[src/inc/ptp_tc_regs.svh]
// Summary of operation
// ingress sync in domain: peer subtract on correction
// mode A peer subtract: cf minus stamp plus delays
// mode B peer subtract: cf minus peer stamp
// ingress pdelay req/resp: write reserved four bytes
// write action puts ingress stamp into reserved bytes
// resp asymmetry: mode A on cf, mode B reserved
// egress sync: add egress stamp to correction field
// mode A modified req: cf stamp minus reserved, asymmetry
// normal t3: write-save, no write, fifo stamp minus asymmetry
// save stores sequence id with egress stamp
// mode A egress resp: cf plus stamp minus reserved
// unmatched frame passes unchanged, stamp discarded
// host pre-subtracts receive stamp in mode B resp
// stamp fifo holds id and stamp, host reads
// host sends modified req with cf zero
// modified t3: egress inserts time since software t3
// responder adds t5 minus t4 to correction
// initiator path delay is halved round trip
// rewrite replaces fcs, inverted if original bad
`ifndef PTP_TC_REGS_SVH
`define PTP_TC_REGS_SVH

`define REG_CTRL      8'h00
`define REG_DOMAIN    8'h04
`define REG_LOCAL     8'h08
`define REG_PATH      8'h0C
`define REG_ASYM      8'h10
`define REG_STATUS    8'h14
`define REG_TS_ID     8'h18
`define REG_TS_VALUE  8'h1C

`define CTRL_EGRESS   0
`define CTRL_MODE_B   1
`define CTRL_MOD_T3   2
`define CTRL_ENABLE   3
`define CTRL_RESET    4'h0
`define STAT_OVF      8
`define STAT_CNT_LSB  16
`define TS_VALID_BIT  16

`define POS_ETY_HI    8'h0C
`define POS_ETY_LO    8'h0D
`define POS_MSG       8'h0E
`define POS_DOMAIN    8'h12
`define POS_CF_FIRST  8'h16
`define POS_CF_LAST   8'h1D
`define POS_RV_FIRST  8'h1E
`define POS_RV_LAST   8'h21
`define POS_SEQ_HI    8'h2C
`define POS_SEQ_LO    8'h2D
`define POS_LATCH     8'h15
`define IDX_MAX       8'hFF

`define PTP_ETYPE     16'h88F7
`define MSG_SYNC      4'h0
`define MSG_PREQ      4'h2
`define MSG_PRESP     4'h3

`define CRC_INIT      32'hFFFFFFFF
`define CRC_POLY      32'hEDB88320
`define CRC_RESIDUE   32'hDEBB20E3

`define RESP_OKAY     2'h0
`define RESP_DECERR   2'h3

`endif

[src/inc/ptp_tc_pkg.sv]
package ptp_tc_pkg;

  // actions the analyzer hands to the stamp unit and rewriter
  typedef enum logic [2:0] {
    ACT_PASS       = 3'b000,
    ACT_PEER_SUB   = 3'b001,
    ACT_WRITE      = 3'b010,
    ACT_ADD        = 3'b011,
    ACT_SUB_ADD    = 3'b100,
    ACT_WRITE_SAVE = 3'b101
  } action_t;

endpackage

[src/logic/ptp_p2p_transparent_clock_stamper.sv]
`timescale 1ns/100ps
`include "ptp_tc_regs.svh"

// plain ring fifo, output data straight from the storage flops
module byte_fifo #(
  parameter int W = 9,
  parameter int D = 8
) (
  input  wire logic         clk,
  input  wire logic         rst_b,
  input  wire logic         in_valid,
  output logic              in_ready,
  input  wire logic [W-1:0] in_data,
  output logic              out_valid,
  input  wire logic         out_ready,
  output logic [W-1:0]      out_data
);
  localparam int AW = (D > 1) ? $clog2(D) : 1;

  typedef struct packed {
    logic [D-1:0][W-1:0] mem;
    logic [AW-1:0]       wp;
    logic [AW-1:0]       rp;
    logic [AW:0]         cnt;
  } fifo_state_t;

  fifo_state_t s_reg;
  fifo_state_t s_next;
  logic        push;
  logic        pop;

  assign in_ready  = (s_reg.cnt != (AW+1)'(D));
  assign out_valid = (s_reg.cnt != '0);
  assign out_data  = s_reg.mem[s_reg.rp];
  assign push      = in_valid && in_ready;
  assign pop       = out_valid && out_ready;

  // pointers wrap at depth, so a non power of two depth works too
  always_comb begin
    s_next = s_reg;
    if (push) begin
      s_next.mem[s_reg.wp] = in_data;
      s_next.wp = (s_reg.wp == AW'(D - 1)) ? '0 : s_reg.wp + 1'b1;
    end
    if (pop) begin
      s_next.rp = (s_reg.rp == AW'(D - 1)) ? '0 : s_reg.rp + 1'b1;
    end
    s_next.cnt = s_reg.cnt + (AW+1)'(push) - (AW+1)'(pop);
  end

  always_ff @(posedge clk or negedge rst_b) begin
    if (!rst_b) begin
      s_reg <= '0;
    end else begin
      s_reg <= s_next;
    end
  end
endmodule

module ptp_p2p_transparent_clock_stamper
  import ptp_tc_pkg::*;
#(
  parameter int DLY   = 26,
  parameter int TS_D  = 4,
  parameter int OUT_D = 8
) (
  input  wire logic        clk,
  input  wire logic        rst_b,
  input  wire logic [7:0]  awaddr,
  input  wire logic        awvalid,
  output logic             awready,
  input  wire logic [31:0] wdata,
  input  wire logic [3:0]  wstrb,
  input  wire logic        wvalid,
  output logic             wready,
  output logic [1:0]       bresp,
  output logic             bvalid,
  input  wire logic        bready,
  input  wire logic [7:0]  araddr,
  input  wire logic        arvalid,
  output logic             arready,
  output logic [31:0]      rdata,
  output logic [1:0]       rresp,
  output logic             rvalid,
  input  wire logic        rready,
  input  wire logic [31:0] captured_nanoseconds,
  input  wire logic [7:0]  frame_in_data,
  input  wire logic        frame_in_last,
  input  wire logic        frame_in_valid,
  output logic             frame_in_ready,
  output logic [7:0]       frame_out_data,
  output logic             frame_out_last,
  output logic             frame_out_valid,
  input  wire logic        frame_out_ready
);
  localparam int TA = (TS_D > 1) ? $clog2(TS_D) : 1;

  typedef struct packed {
    logic                 aw_got;
    logic                 w_got;
    logic [7:0]           aw_addr;
    logic [31:0]          w_data;
    logic [3:0]           w_strb;
    logic                 bvalid;
    logic [1:0]           bresp;
    logic                 rvalid;
    logic [31:0]          rdata;
    logic [1:0]           rresp;
    logic [3:0]           ctrl;
    logic [7:0]           domain;
    logic [31:0]          local_corr;
    logic [31:0]          path_delay;
    logic [31:0]          asym;
    logic                 ovf;
    logic [15:0]          match_cnt;
    logic [7:0]           in_idx;
    logic [31:0]          raw;
    logic [15:0]          ety;
    logic [3:0]           msg;
    logic                 dom_ok;
    logic [63:0]          cf;
    logic [31:0]          resv;
    logic [15:0]          seq;
    logic                 dec_ok;
    action_t              act_in;
    logic [31:0]          crc_in;
    logic                 bad_fcs;
    logic [DLY-1:0][8:0]  line;
    logic [DLY-1:0]       lv;
    logic [7:0]           out_idx;
    logic [63:0]          new_cf;
    logic [31:0]          new_resv;
    logic                 wr_cf;
    logic                 wr_resv;
    logic [31:0]          crc_out;
    logic [TS_D-1:0][47:0] ts_mem;
    logic [TA-1:0]        ts_wp;
    logic [TA-1:0]        ts_rp;
    logic [TA:0]          ts_cnt;
  } state_t;

  state_t      s_reg;
  state_t      s_next;
  logic        ob_ready;
  logic        ob_valid;
  logic [8:0]  ob_data;
  logic        drain;
  logic        adv;
  logic        head_pop;
  logic        in_take;
  logic        is_fcs;
  logic [1:0]  fcs_k;
  logic [7:0]  head_byte;
  logic [7:0]  out_byte;
  logic [31:0] stamp;
  logic [31:0] peer_stamp;
  logic [31:0] crc_nx;
  logic [31:0] fcs_val;
  logic [31:0] rd_mux;
  logic [1:0]  rd_resp;
  logic        ts_pop;
  action_t     act_nx;

  function automatic logic [31:0] crc_step(input logic [31:0] c, input logic [7:0] b);
    logic [31:0] r;
    r = c ^ {24'h000000, b};
    for (int i = 0; i < 8; i++) begin
      r = r[0] ? ((r >> 1) ^ `CRC_POLY) : (r >> 1);
    end
    return r;
  endfunction

  // nanoseconds into the 2^-16 ns correction format, sign kept
  function automatic logic [63:0] to_cf(input logic [31:0] ns);
    return {{16{ns[31]}}, ns, 16'h0000};
  endfunction

  function automatic logic [31:0] merge(input logic [31:0] o, input logic [31:0] d,
                                        input logic [3:0] st);
    logic [31:0] r;
    r = o;
    for (int i = 0; i < 4; i++) begin
      if (st[i]) r[8*i +: 8] = d[8*i +: 8];
    end
    return r;
  endfunction

  assign awready        = !s_reg.aw_got && !s_reg.bvalid;
  assign wready         = !s_reg.w_got && !s_reg.bvalid;
  assign bvalid         = s_reg.bvalid;
  assign bresp          = s_reg.bresp;
  assign arready        = !s_reg.rvalid;
  assign rvalid         = s_reg.rvalid;
  assign rdata          = s_reg.rdata;
  assign rresp          = s_reg.rresp;

  // the delay line moves only when its head can leave, so a full
  // output fifo stalls the frame source
  assign frame_in_ready = !s_reg.lv[0] || ob_ready;
  assign in_take        = frame_in_valid && frame_in_ready;
  assign adv            = frame_in_ready && (frame_in_valid || drain);
  assign head_pop       = adv && s_reg.lv[0];
  assign ob_valid       = s_reg.lv[0] && (frame_in_valid || drain);
  assign ob_data        = {s_reg.line[0][8], out_byte};
  assign head_byte      = s_reg.line[0][7:0];

  // live stamps: egress adds the local correction, ingress removes it
  assign stamp      = s_reg.ctrl[`CTRL_EGRESS] ? s_reg.raw + s_reg.local_corr
                                               : s_reg.raw - s_reg.local_corr;
  assign peer_stamp = stamp - s_reg.path_delay - s_reg.asym;
  assign fcs_val    = ~s_reg.crc_out;
  assign ts_pop     = arvalid && arready && (araddr == `REG_TS_VALUE) && (s_reg.ts_cnt != '0);

  // fcs bytes are the last four valid entries; bubbles in between are skipped
  always_comb begin
    logic       found;
    logic [7:0] rem;
    found = 1'b0;
    rem   = 8'h00;
    for (int i = 0; i < DLY; i++) begin
      if (!found && s_reg.lv[i]) begin
        if (s_reg.line[i][8]) found = 1'b1;
        else rem = rem + 8'h01;
      end
    end
    is_fcs = found && (rem < 8'h04);
    drain  = found;
    fcs_k  = 2'(8'h03 - rem);
  end

  // rewriter: patch the latched field, then regenerate the fcs
  always_comb begin
    out_byte = head_byte;
    if (s_reg.wr_cf && s_reg.out_idx >= `POS_CF_FIRST && s_reg.out_idx <= `POS_CF_LAST) begin
      out_byte = 8'(s_reg.new_cf >> {3'(`POS_CF_LAST - s_reg.out_idx), 3'b000});
    end
    if (s_reg.wr_resv && s_reg.out_idx >= `POS_RV_FIRST && s_reg.out_idx <= `POS_RV_LAST) begin
      out_byte = 8'(s_reg.new_resv >> {2'(`POS_RV_LAST - s_reg.out_idx), 3'b000});
    end
    if ((s_reg.wr_cf || s_reg.wr_resv) && is_fcs) begin
      // inverting keeps a frame that came in corrupted marked as bad
      out_byte = fcs_val[8*fcs_k +: 8] ^ {8{s_reg.bad_fcs}};
    end
  end

  // analyzer decision, taken when the sequence id is complete
  always_comb begin
    act_nx = ACT_PASS;
    if (s_reg.ctrl[`CTRL_ENABLE] && s_reg.ety == `PTP_ETYPE && s_reg.dom_ok) begin
      unique case (s_reg.msg)
        `MSG_SYNC: act_nx = s_reg.ctrl[`CTRL_EGRESS] ? ACT_ADD : ACT_PEER_SUB;
        `MSG_PREQ: begin
          if (!s_reg.ctrl[`CTRL_EGRESS]) act_nx = ACT_WRITE;
          else if (!s_reg.ctrl[`CTRL_MODE_B] && s_reg.ctrl[`CTRL_MOD_T3]) act_nx = ACT_SUB_ADD;
          else act_nx = ACT_WRITE_SAVE;
        end
        `MSG_PRESP: begin
          if (!s_reg.ctrl[`CTRL_EGRESS]) act_nx = ACT_WRITE;
          else if (s_reg.ctrl[`CTRL_MODE_B]) act_nx = ACT_ADD;
          else act_nx = ACT_SUB_ADD;
        end
        default: act_nx = ACT_PASS;
      endcase
    end
  end

  // register read mux
  always_comb begin
    rd_resp = `RESP_OKAY;
    rd_mux  = 32'h00000000;
    unique case (araddr)
      `REG_CTRL:     rd_mux = {28'h0000000, s_reg.ctrl};
      `REG_DOMAIN:   rd_mux = {24'h000000, s_reg.domain};
      `REG_LOCAL:    rd_mux = s_reg.local_corr;
      `REG_PATH:     rd_mux = s_reg.path_delay;
      `REG_ASYM:     rd_mux = s_reg.asym;
      `REG_STATUS: begin
        rd_mux = 32'(s_reg.ts_cnt);
        rd_mux[`STAT_OVF] = s_reg.ovf;
        rd_mux[`STAT_CNT_LSB +: 16] = s_reg.match_cnt;
      end
      `REG_TS_ID: begin
        rd_mux = {16'h0000, s_reg.ts_mem[s_reg.ts_rp][47:32]};
        rd_mux[`TS_VALID_BIT] = (s_reg.ts_cnt != '0);
      end
      `REG_TS_VALUE: rd_mux = s_reg.ts_mem[s_reg.ts_rp][31:0];
      default:       rd_resp = `RESP_DECERR;
    endcase
  end

  always_comb begin
    s_next = s_reg;
    crc_nx = 32'h00000000;

    // register bus: address and data taken in either order
    if (awvalid && awready) begin
      s_next.aw_got  = 1'b1;
      s_next.aw_addr = awaddr;
    end
    if (wvalid && wready) begin
      s_next.w_got  = 1'b1;
      s_next.w_data = wdata;
      s_next.w_strb = wstrb;
    end
    if (bvalid && bready) s_next.bvalid = 1'b0;
    if (s_next.aw_got && s_next.w_got && !s_reg.bvalid) begin
      s_next.aw_got = 1'b0;
      s_next.w_got  = 1'b0;
      s_next.bvalid = 1'b1;
      s_next.bresp  = `RESP_OKAY;
      unique case (s_next.aw_addr)
        `REG_CTRL:   s_next.ctrl = 4'(merge(32'(s_reg.ctrl), s_next.w_data, s_next.w_strb));
        `REG_DOMAIN: s_next.domain = 8'(merge(32'(s_reg.domain), s_next.w_data, s_next.w_strb));
        `REG_LOCAL:  s_next.local_corr = merge(s_reg.local_corr, s_next.w_data, s_next.w_strb);
        `REG_PATH:   s_next.path_delay = merge(s_reg.path_delay, s_next.w_data, s_next.w_strb);
        `REG_ASYM:   s_next.asym = merge(s_reg.asym, s_next.w_data, s_next.w_strb);
        `REG_STATUS: begin
          if (s_next.w_strb[1] && s_next.w_data[`STAT_OVF]) s_next.ovf = 1'b0;
        end
        `REG_TS_ID, `REG_TS_VALUE: s_next.bresp = `RESP_OKAY;
        default:     s_next.bresp = `RESP_DECERR;
      endcase
    end
    if (rvalid && rready) s_next.rvalid = 1'b0;
    if (arvalid && arready) begin
      s_next.rvalid = 1'b1;
      s_next.rdata  = rd_mux;
      s_next.rresp  = rd_resp;
    end

    // input side: capture header fields and check the incoming fcs
    if (in_take) begin
      crc_nx = crc_step((s_reg.in_idx == 8'h00) ? `CRC_INIT : s_reg.crc_in, frame_in_data);
      s_next.crc_in = crc_nx;
      if (s_reg.in_idx == 8'h00) begin
        s_next.raw    = captured_nanoseconds;
        s_next.dec_ok = 1'b0;
      end
      if (s_reg.in_idx == `POS_ETY_HI || s_reg.in_idx == `POS_ETY_LO) begin
        s_next.ety = {s_reg.ety[7:0], frame_in_data};
      end
      if (s_reg.in_idx == `POS_MSG) s_next.msg = frame_in_data[3:0];
      if (s_reg.in_idx == `POS_DOMAIN) s_next.dom_ok = (frame_in_data == s_reg.domain);
      if (s_reg.in_idx >= `POS_CF_FIRST && s_reg.in_idx <= `POS_CF_LAST) begin
        s_next.cf = {s_reg.cf[55:0], frame_in_data};
      end
      if (s_reg.in_idx >= `POS_RV_FIRST && s_reg.in_idx <= `POS_RV_LAST) begin
        s_next.resv = {s_reg.resv[23:0], frame_in_data};
      end
      if (s_reg.in_idx == `POS_SEQ_HI || s_reg.in_idx == `POS_SEQ_LO) begin
        s_next.seq = {s_reg.seq[7:0], frame_in_data};
      end
      if (s_reg.in_idx == `POS_SEQ_LO) begin
        s_next.dec_ok = 1'b1;
        s_next.act_in = act_nx;
      end
      if (frame_in_last) begin
        s_next.in_idx  = 8'h00;
        s_next.bad_fcs = (crc_nx != `CRC_RESIDUE);
      end else if (s_reg.in_idx != `IDX_MAX) begin
        s_next.in_idx = s_reg.in_idx + 8'h01;
      end
    end

    // delay line shift; a bubble enters while a frame tail drains
    if (adv) begin
      for (int i = 0; i < DLY - 1; i++) begin
        s_next.line[i] = s_reg.line[i+1];
        s_next.lv[i]   = s_reg.lv[i+1];
      end
      s_next.line[DLY-1] = {frame_in_last, frame_in_data};
      s_next.lv[DLY-1]   = in_take;
    end

    // output side: crc over sent bytes, stamp unit result latched per frame
    if (head_pop) begin
      if (s_reg.out_idx == 8'h00) begin
        s_next.wr_cf   = 1'b0;
        s_next.wr_resv = 1'b0;
      end
      if (!is_fcs) begin
        s_next.crc_out = crc_step((s_reg.out_idx == 8'h00) ? `CRC_INIT : s_reg.crc_out,
                                  out_byte);
      end
      if (s_reg.out_idx == `POS_LATCH) begin
        s_next.wr_cf   = 1'b0;
        s_next.wr_resv = 1'b0;
        s_next.new_cf  = s_reg.cf;
        s_next.new_resv = stamp;
        unique case (s_reg.dec_ok ? s_reg.act_in : ACT_PASS)
          ACT_PEER_SUB: begin
            s_next.wr_cf = 1'b1;
            if (s_reg.ctrl[`CTRL_MODE_B]) begin
              s_next.new_cf = s_reg.cf - to_cf(peer_stamp);
            end else begin
              s_next.new_cf = s_reg.cf - to_cf(stamp) + to_cf(s_reg.path_delay)
                              + to_cf(s_reg.asym);
            end
          end
          ACT_WRITE: begin
            s_next.wr_resv = 1'b1;
            if (s_reg.msg == `MSG_PRESP && s_reg.ctrl[`CTRL_MODE_B]) begin
              s_next.new_resv = stamp + s_reg.asym;
            end else if (s_reg.msg == `MSG_PRESP) begin
              s_next.wr_cf  = 1'b1;
              s_next.new_cf = s_reg.cf + to_cf(s_reg.asym);
            end
          end
          ACT_ADD: begin
            s_next.wr_cf  = 1'b1;
            s_next.new_cf = s_reg.cf + to_cf(stamp);
          end
          ACT_SUB_ADD: begin
            s_next.wr_cf  = 1'b1;
            // software t3 sits in the reserved bytes, so this is a residence time
            s_next.new_cf = s_reg.cf + to_cf(stamp) - to_cf(s_reg.resv);
            if (s_reg.msg == `MSG_PREQ) begin
              s_next.new_cf = s_reg.cf + to_cf(stamp) - to_cf(s_reg.resv)
                              - to_cf(s_reg.asym);
            end
          end
          ACT_WRITE_SAVE: begin
            // a full stamp fifo drops the entry and flags it
            if (s_reg.ts_cnt != (TA+1)'(TS_D)) begin
              s_next.ts_mem[s_reg.ts_wp] = {s_reg.seq, stamp - s_reg.asym};
              s_next.ts_wp = (s_reg.ts_wp == TA'(TS_D - 1)) ? '0 : s_reg.ts_wp + 1'b1;
            end else begin
              s_next.ovf = 1'b1;
            end
          end
          default: s_next.raw = 32'h00000000;
        endcase
        if (s_reg.dec_ok && s_reg.act_in != ACT_PASS) begin
          s_next.match_cnt = s_reg.match_cnt + 16'h0001;
        end
      end
      s_next.out_idx = s_reg.line[0][8] ? 8'h00 :
                       (s_reg.out_idx == `IDX_MAX) ? `IDX_MAX : s_reg.out_idx + 8'h01;
    end

    // stamp fifo read side; a push in the same cycle still counts
    if (ts_pop) begin
      s_next.ts_rp = (s_reg.ts_rp == TA'(TS_D - 1)) ? '0 : s_reg.ts_rp + 1'b1;
    end
    s_next.ts_cnt = s_reg.ts_cnt + (TA+1)'(s_next.ts_wp != s_reg.ts_wp) - (TA+1)'(ts_pop);
  end

  always_ff @(posedge clk or negedge rst_b) begin
    if (!rst_b) begin
      s_reg      <= '0;
      s_reg.ctrl <= `CTRL_RESET;
    end else begin
      s_reg <= s_next;
    end
  end

  // output buffer; its fullness stalls the delay line and the source
  byte_fifo #(
    .W (9),
    .D (OUT_D)
  ) out_buf (
    .clk       (clk),
    .rst_b     (rst_b),
    .in_valid  (ob_valid),
    .in_ready  (ob_ready),
    .in_data   (ob_data),
    .out_valid (frame_out_valid),
    .out_ready (frame_out_ready),
    .out_data  ({frame_out_last, frame_out_data})
  );
endmodule

[config.mk]
export PLATFORM = sky130hd
export DESIGN_NAME = ptp_p2p_transparent_clock_stamper
export DESIGN_NICKNAME = d
export VERILOG_FILES = /design/src/inc/ptp_tc_pkg.sv /design/src/logic/ptp_p2p_transparent_clock_stamper.sv
export VERILOG_INCLUDE_DIRS = /design/src /design/src/inc
export SDC_FILE = /design/constraint.sdc
export NUM_CORES = 2
export LEC_CHECK = 0
export BUFFER_PORTS_ARGS = -buffer_cell sky130_fd_sc_hd__buf_2
export CAP_MARGIN = 20
export CORE_ASPECT_RATIO = 1.2
export CORE_MARGIN = 1.5
export CORE_UTILIZATION = 44
export CTS_CLUSTER_SIZE = 8
export DETAILED_ROUTE_END_ITERATION = 10
export GPL_TIMING_DRIVEN = 0
export MAX_ROUTING_LAYER = met4
export PLACE_DENSITY = 0.7
export SLEW_MARGIN = 25
export SYNTH_ARGS = -nofsm -noshare
export SYNTH_HDL_FRONTEND = slang
export SYNTH_SLANG_ARGS = --single-unit
export TNS_END_PERCENT = 100
[constraint.sdc]
create_clock -name clk -period 17.3 [get_ports clk]
set_clock_uncertainty 0.2 [all_clocks]
set_input_delay 1.73 -clock clk [delete_from_list [all_inputs] [get_ports clk]]
set_output_delay 1.73 -clock clk [all_outputs]
set_load 0.01 [all_outputs]
==> qor.log <==
[placed_design] post-detailed-placement cell area 0.08216 mm^2
[yosys] asr flop ratio synth 100.0%
[yosys] top cell type by total area after synthesis sky130_fd_sc_hd__dfrtp_1
[die] num ports 154
[yosys] warnings from Yosys 0
[setup_path] nature of the critical path endpoint register
[routing] Pre-antenna DRT Iters 6
[global_routing] pin count of the biggest net entering global routing 135
[sta] minimum clock period after layout 17230 ps
[clock_tree] clock-pin slew reported for the worst setup and hold paths after clock tree synthesis 50 ps
[finish] commonest cells after routing, fill and taps aside sky130_fd_sc_hd__dfrtp_1, sky130_fd_sc_hd__nand2_1, sky130_fd_sc_hd__o21ai_0, sky130_fd_sc_hd__nor2_1, sky130_fd_sc_hd__a21oi_1
[clock_tree] clock latency on the worst-skew pair 820 ps
[routing] number of DRC markers in iteration 0 6397
[setup_path] CP max-delay cell sky130_fd_sc_hd__o311ai_0
[routing] total via count in the routed design 66839
[setup_path] arrival time reported for the critical path endpoint 17730 ps
[yosys] total standard cell area after synthesis 0.07797 mm^2
[setup_path] Worst path top cell family by delay buffers and inverters
[sta] setup repair after global routing missed its margin true
[yosys] flip-flop and latch count after synthesis 1096
[clock_tree] Inserted Clock Buffers 157
[outcome] run status finished clean
[hold_path] worst hold path type register to register
[sta] worst hold slack across all endpoints 261.4 ps
[clock_tree] total of hold buffers inserted after clock tree synthesis 0
[setup_path] Critical Path RT 17800 ps
[clock_tree] CTS tree built
[finish] net total in the final layout 9528
[routing] post-detailed-route DRC marker count 0
[routing] total wire length 265900 um
[setup_path] kind of launch point of the worst setup path register
[global_routing] global-route congestion overflow total 0
[yosys] share of the synthesized area in the top cell type 35.18%
[yosys] post-synthesis sequential area ratio 35.18%
[finish] final core utilization 50.49%
[yosys] Post-Syn Nets 9031
[sta] transition time of the tightest slew-check pin 1218 ps
[setup_path] Critical Path Max Stage Delay 910 ps
[finish] flip-flop count of the largest register after layout 969
[placed_design] Port Buffer Count 145
[sta] fraction of the cycle the final worst path needs 99.59%
[clock_tree] Clock Root Buffer sky130_fd_sc_hd__clkbuf_16
[routing] Wirelength per Cell 23.86 um
[sta] final-report hold violation count 0
[routing] vias per cell 5.998
[global_routing] total global-route track usage 29.55%
[placed_design] detailed placement HPWL 204100 um
[setup_path] worst setup path class register to register
[sta] Fmax 0.05804 GHz
[sta] Final Max Tran Viols 0
[finish] most common cell after layout, fill and taps aside sky130_fd_sc_hd__dfrtp_1
[die] total die area 0.1797 mm^2
[placed_design] Placed Cells incl. Taps 10783
[setup_path] count of buffering cells on the critical path with inverters included 52
[global_routing] initial antenna violation count 8
[global_routing] number of global-route vias before repair 66132
[finish] Post-Layout Cell Count 11144
[setup_path] CP Max Fanout 5
[yosys] cell count after synthesis 8306
[clock_tree] number of levels the H-tree was split into 4
[routing] count of antenna-violating nets left after detailed routing 0
[run] number of violations of the max-capacitance limit 0
[clock_tree] Clock Tree Buf Depth 3
[yosys] Area contributors post-synth sky130_fd_sc_hd__dfrtp_1, sky130_fd_sc_hd__ha_1, sky130_fd_sc_hd__mux2_2
[die] overall die width 387.3 um
[yosys] predominant post-synthesis flop cell sky130_fd_sc_hd__dfrtp_1
[global_routing] global-route wire length before repair 396000 um
[yosys] mean instance size in the synthesized netlist 9.387 um^2
[yosys] EDFF count, synth 0
[yosys] Synth cell types 117
[placed_design] final weighted congestion of routability-driven global placement 1.081
[setup_path] critical path's most frequent cell sky130_fd_sc_hd__buf_4
[finish] share of post-route cells with drive strength above 1 16.29%
[finish] Area Overhead vs Synth 14.20%
[die] Die H 464.1 um
[finish] area of all placed cells without fillers 0.08903 mm^2
[die] number of rows created at floorplan 169
[clock_tree] TritonCTS Sinks 1096
[sta] Setup Viol. Count Final 0
[die] Placeable Area 0.1764 mm^2
[sta] Slew Limit Headroom 18.62%
[die] Initial Utilization 44.21%
through the flow:
stage / TNS [ps] / setup WS, ps
after floorplan: 0 / 60.58
after global placement: -9875070 / -9172
after detailed placement: -137350 / -2394
after CTS: 0 / 3.473
after global routing: -10400 / -555.5
final: 0 / 71.19
logic make-up (layout without fill, tap and decap cells):
family	after synthesis	count (layout)	share of synthesized area (%)
other cells	0	6	0
buf+inv	880	1404	4.466
fa+ha+maj	624	624	11.32
xor+xnor	658	658	8.284
compound gates	1940	1940	15.28
flops	1096	1096	35.18
mux	712	712	11.66
simple gates	2396	2396	13.81
worst paths after layout:
kind,from,endpoint,slack [ps],depth (start not counted)
setup / recovery,s_reg[337]$_DFFE_PN0P_,s_reg[222]$_DFFE_PN0P_,70,95
hold / removal,s_reg[142]$_DFFE_PN0P_,s_reg[142]$_DFFE_PN0P_,260,2
min in group asynchronous,rst_b,s_reg[181]$_DFFE_PN0P_,590,1
hold reg to reg,s_reg[142]$_DFFE_PN0P_,s_reg[142]$_DFFE_PN0P_,260,2
max in group asynchronous,rst_b,s_reg[515]$_DFFE_PN0P_,13740,5
setup reg to reg,s_reg[337]$_DFFE_PN0P_,s_reg[222]$_DFFE_PN0P_,70,95
cells in the mapped netlist, types with 14 or more instances:
library cell / count
sky130_fd_sc_hd__a211oi_1: 28
sky130_fd_sc_hd__a21boi_0: 66
sky130_fd_sc_hd__a21o_1: 100
sky130_fd_sc_hd__a21oi_1: 538
sky130_fd_sc_hd__a221oi_1: 38
sky130_fd_sc_hd__a222oi_1: 32
sky130_fd_sc_hd__a22o_1: 16
sky130_fd_sc_hd__a22oi_1: 45
sky130_fd_sc_hd__a31oi_1: 58
sky130_fd_sc_hd__a41oi_1: 15
sky130_fd_sc_hd__and2_1: 33
sky130_fd_sc_hd__and3_1: 58
sky130_fd_sc_hd__buf_1: 31
sky130_fd_sc_hd__buf_4: 42
sky130_fd_sc_hd__clkbuf_1: 281
sky130_fd_sc_hd__dfrtp_1: 1096
sky130_fd_sc_hd__fa_1: 136
sky130_fd_sc_hd__ha_1: 487
sky130_fd_sc_hd__inv_1: 510
sky130_fd_sc_hd__mux2_2: 504
sky130_fd_sc_hd__mux2i_1: 99
sky130_fd_sc_hd__mux4_2: 103
sky130_fd_sc_hd__nand2_1: 1099
sky130_fd_sc_hd__nand2b_1: 81
sky130_fd_sc_hd__nand3_1: 123
sky130_fd_sc_hd__nand3b_1: 15
sky130_fd_sc_hd__nand4_1: 45
sky130_fd_sc_hd__nor2_1: 579
sky130_fd_sc_hd__nor2b_1: 71
sky130_fd_sc_hd__nor3_1: 98
sky130_fd_sc_hd__nor3b_1: 25
sky130_fd_sc_hd__nor4_1: 21
sky130_fd_sc_hd__o211ai_1: 28
sky130_fd_sc_hd__o21a_1: 39
sky130_fd_sc_hd__o21ai_0: 670
sky130_fd_sc_hd__o21bai_1: 61
sky130_fd_sc_hd__o221ai_1: 17
sky130_fd_sc_hd__o22ai_1: 14
sky130_fd_sc_hd__o31ai_1: 33
sky130_fd_sc_hd__or2_2: 25
sky130_fd_sc_hd__or3_1: 46
sky130_fd_sc_hd__xnor2_1: 430
sky130_fd_sc_hd__xnor3_1: 23
sky130_fd_sc_hd__xor2_1: 178
worst reg2reg max path, delay by kind of cell (launching register included):
kind            cells  cell delay (ps)
simple gates       10             1980
buf+inv            52             6660
mux                 5             1140
fa+ha+maj           4             1040
compound gates     16             3590
xor+xnor            8             2110
flops               1              400
layer usage:
metal	global-route usage [%]	routed length [um]
met5	-	0
met2	46.76	123100
met3	5.058	20260
met4	19.45	20680
met1	34.68	101900
final cells by class:
cell class,count,area [um^2]
fill,15860,87320
sequential,1096,27430
clock inverter,16,336.6
multi-input combinational,6330,48220
antenna,6,15.01
clock buffer,170,4070
inverter,514,1932
timing repair buffer,338,2557
buffer,366,1587
tap,2308,2888
repair_timing:
| action | in CTS | in global routing |
|---|---|---|
| setup buffers | 94 | 79 |
| resized for setup | 84 | 138 |
| pin swaps | 41 | 78 |
| setup endpoints to repair | 96 | 96 |
| cloned | 1 | 0 |
Power is left out: the tool's default activity adds up to more than one toggle a clock period on the data nets, which glitch-free logic cannot reach.
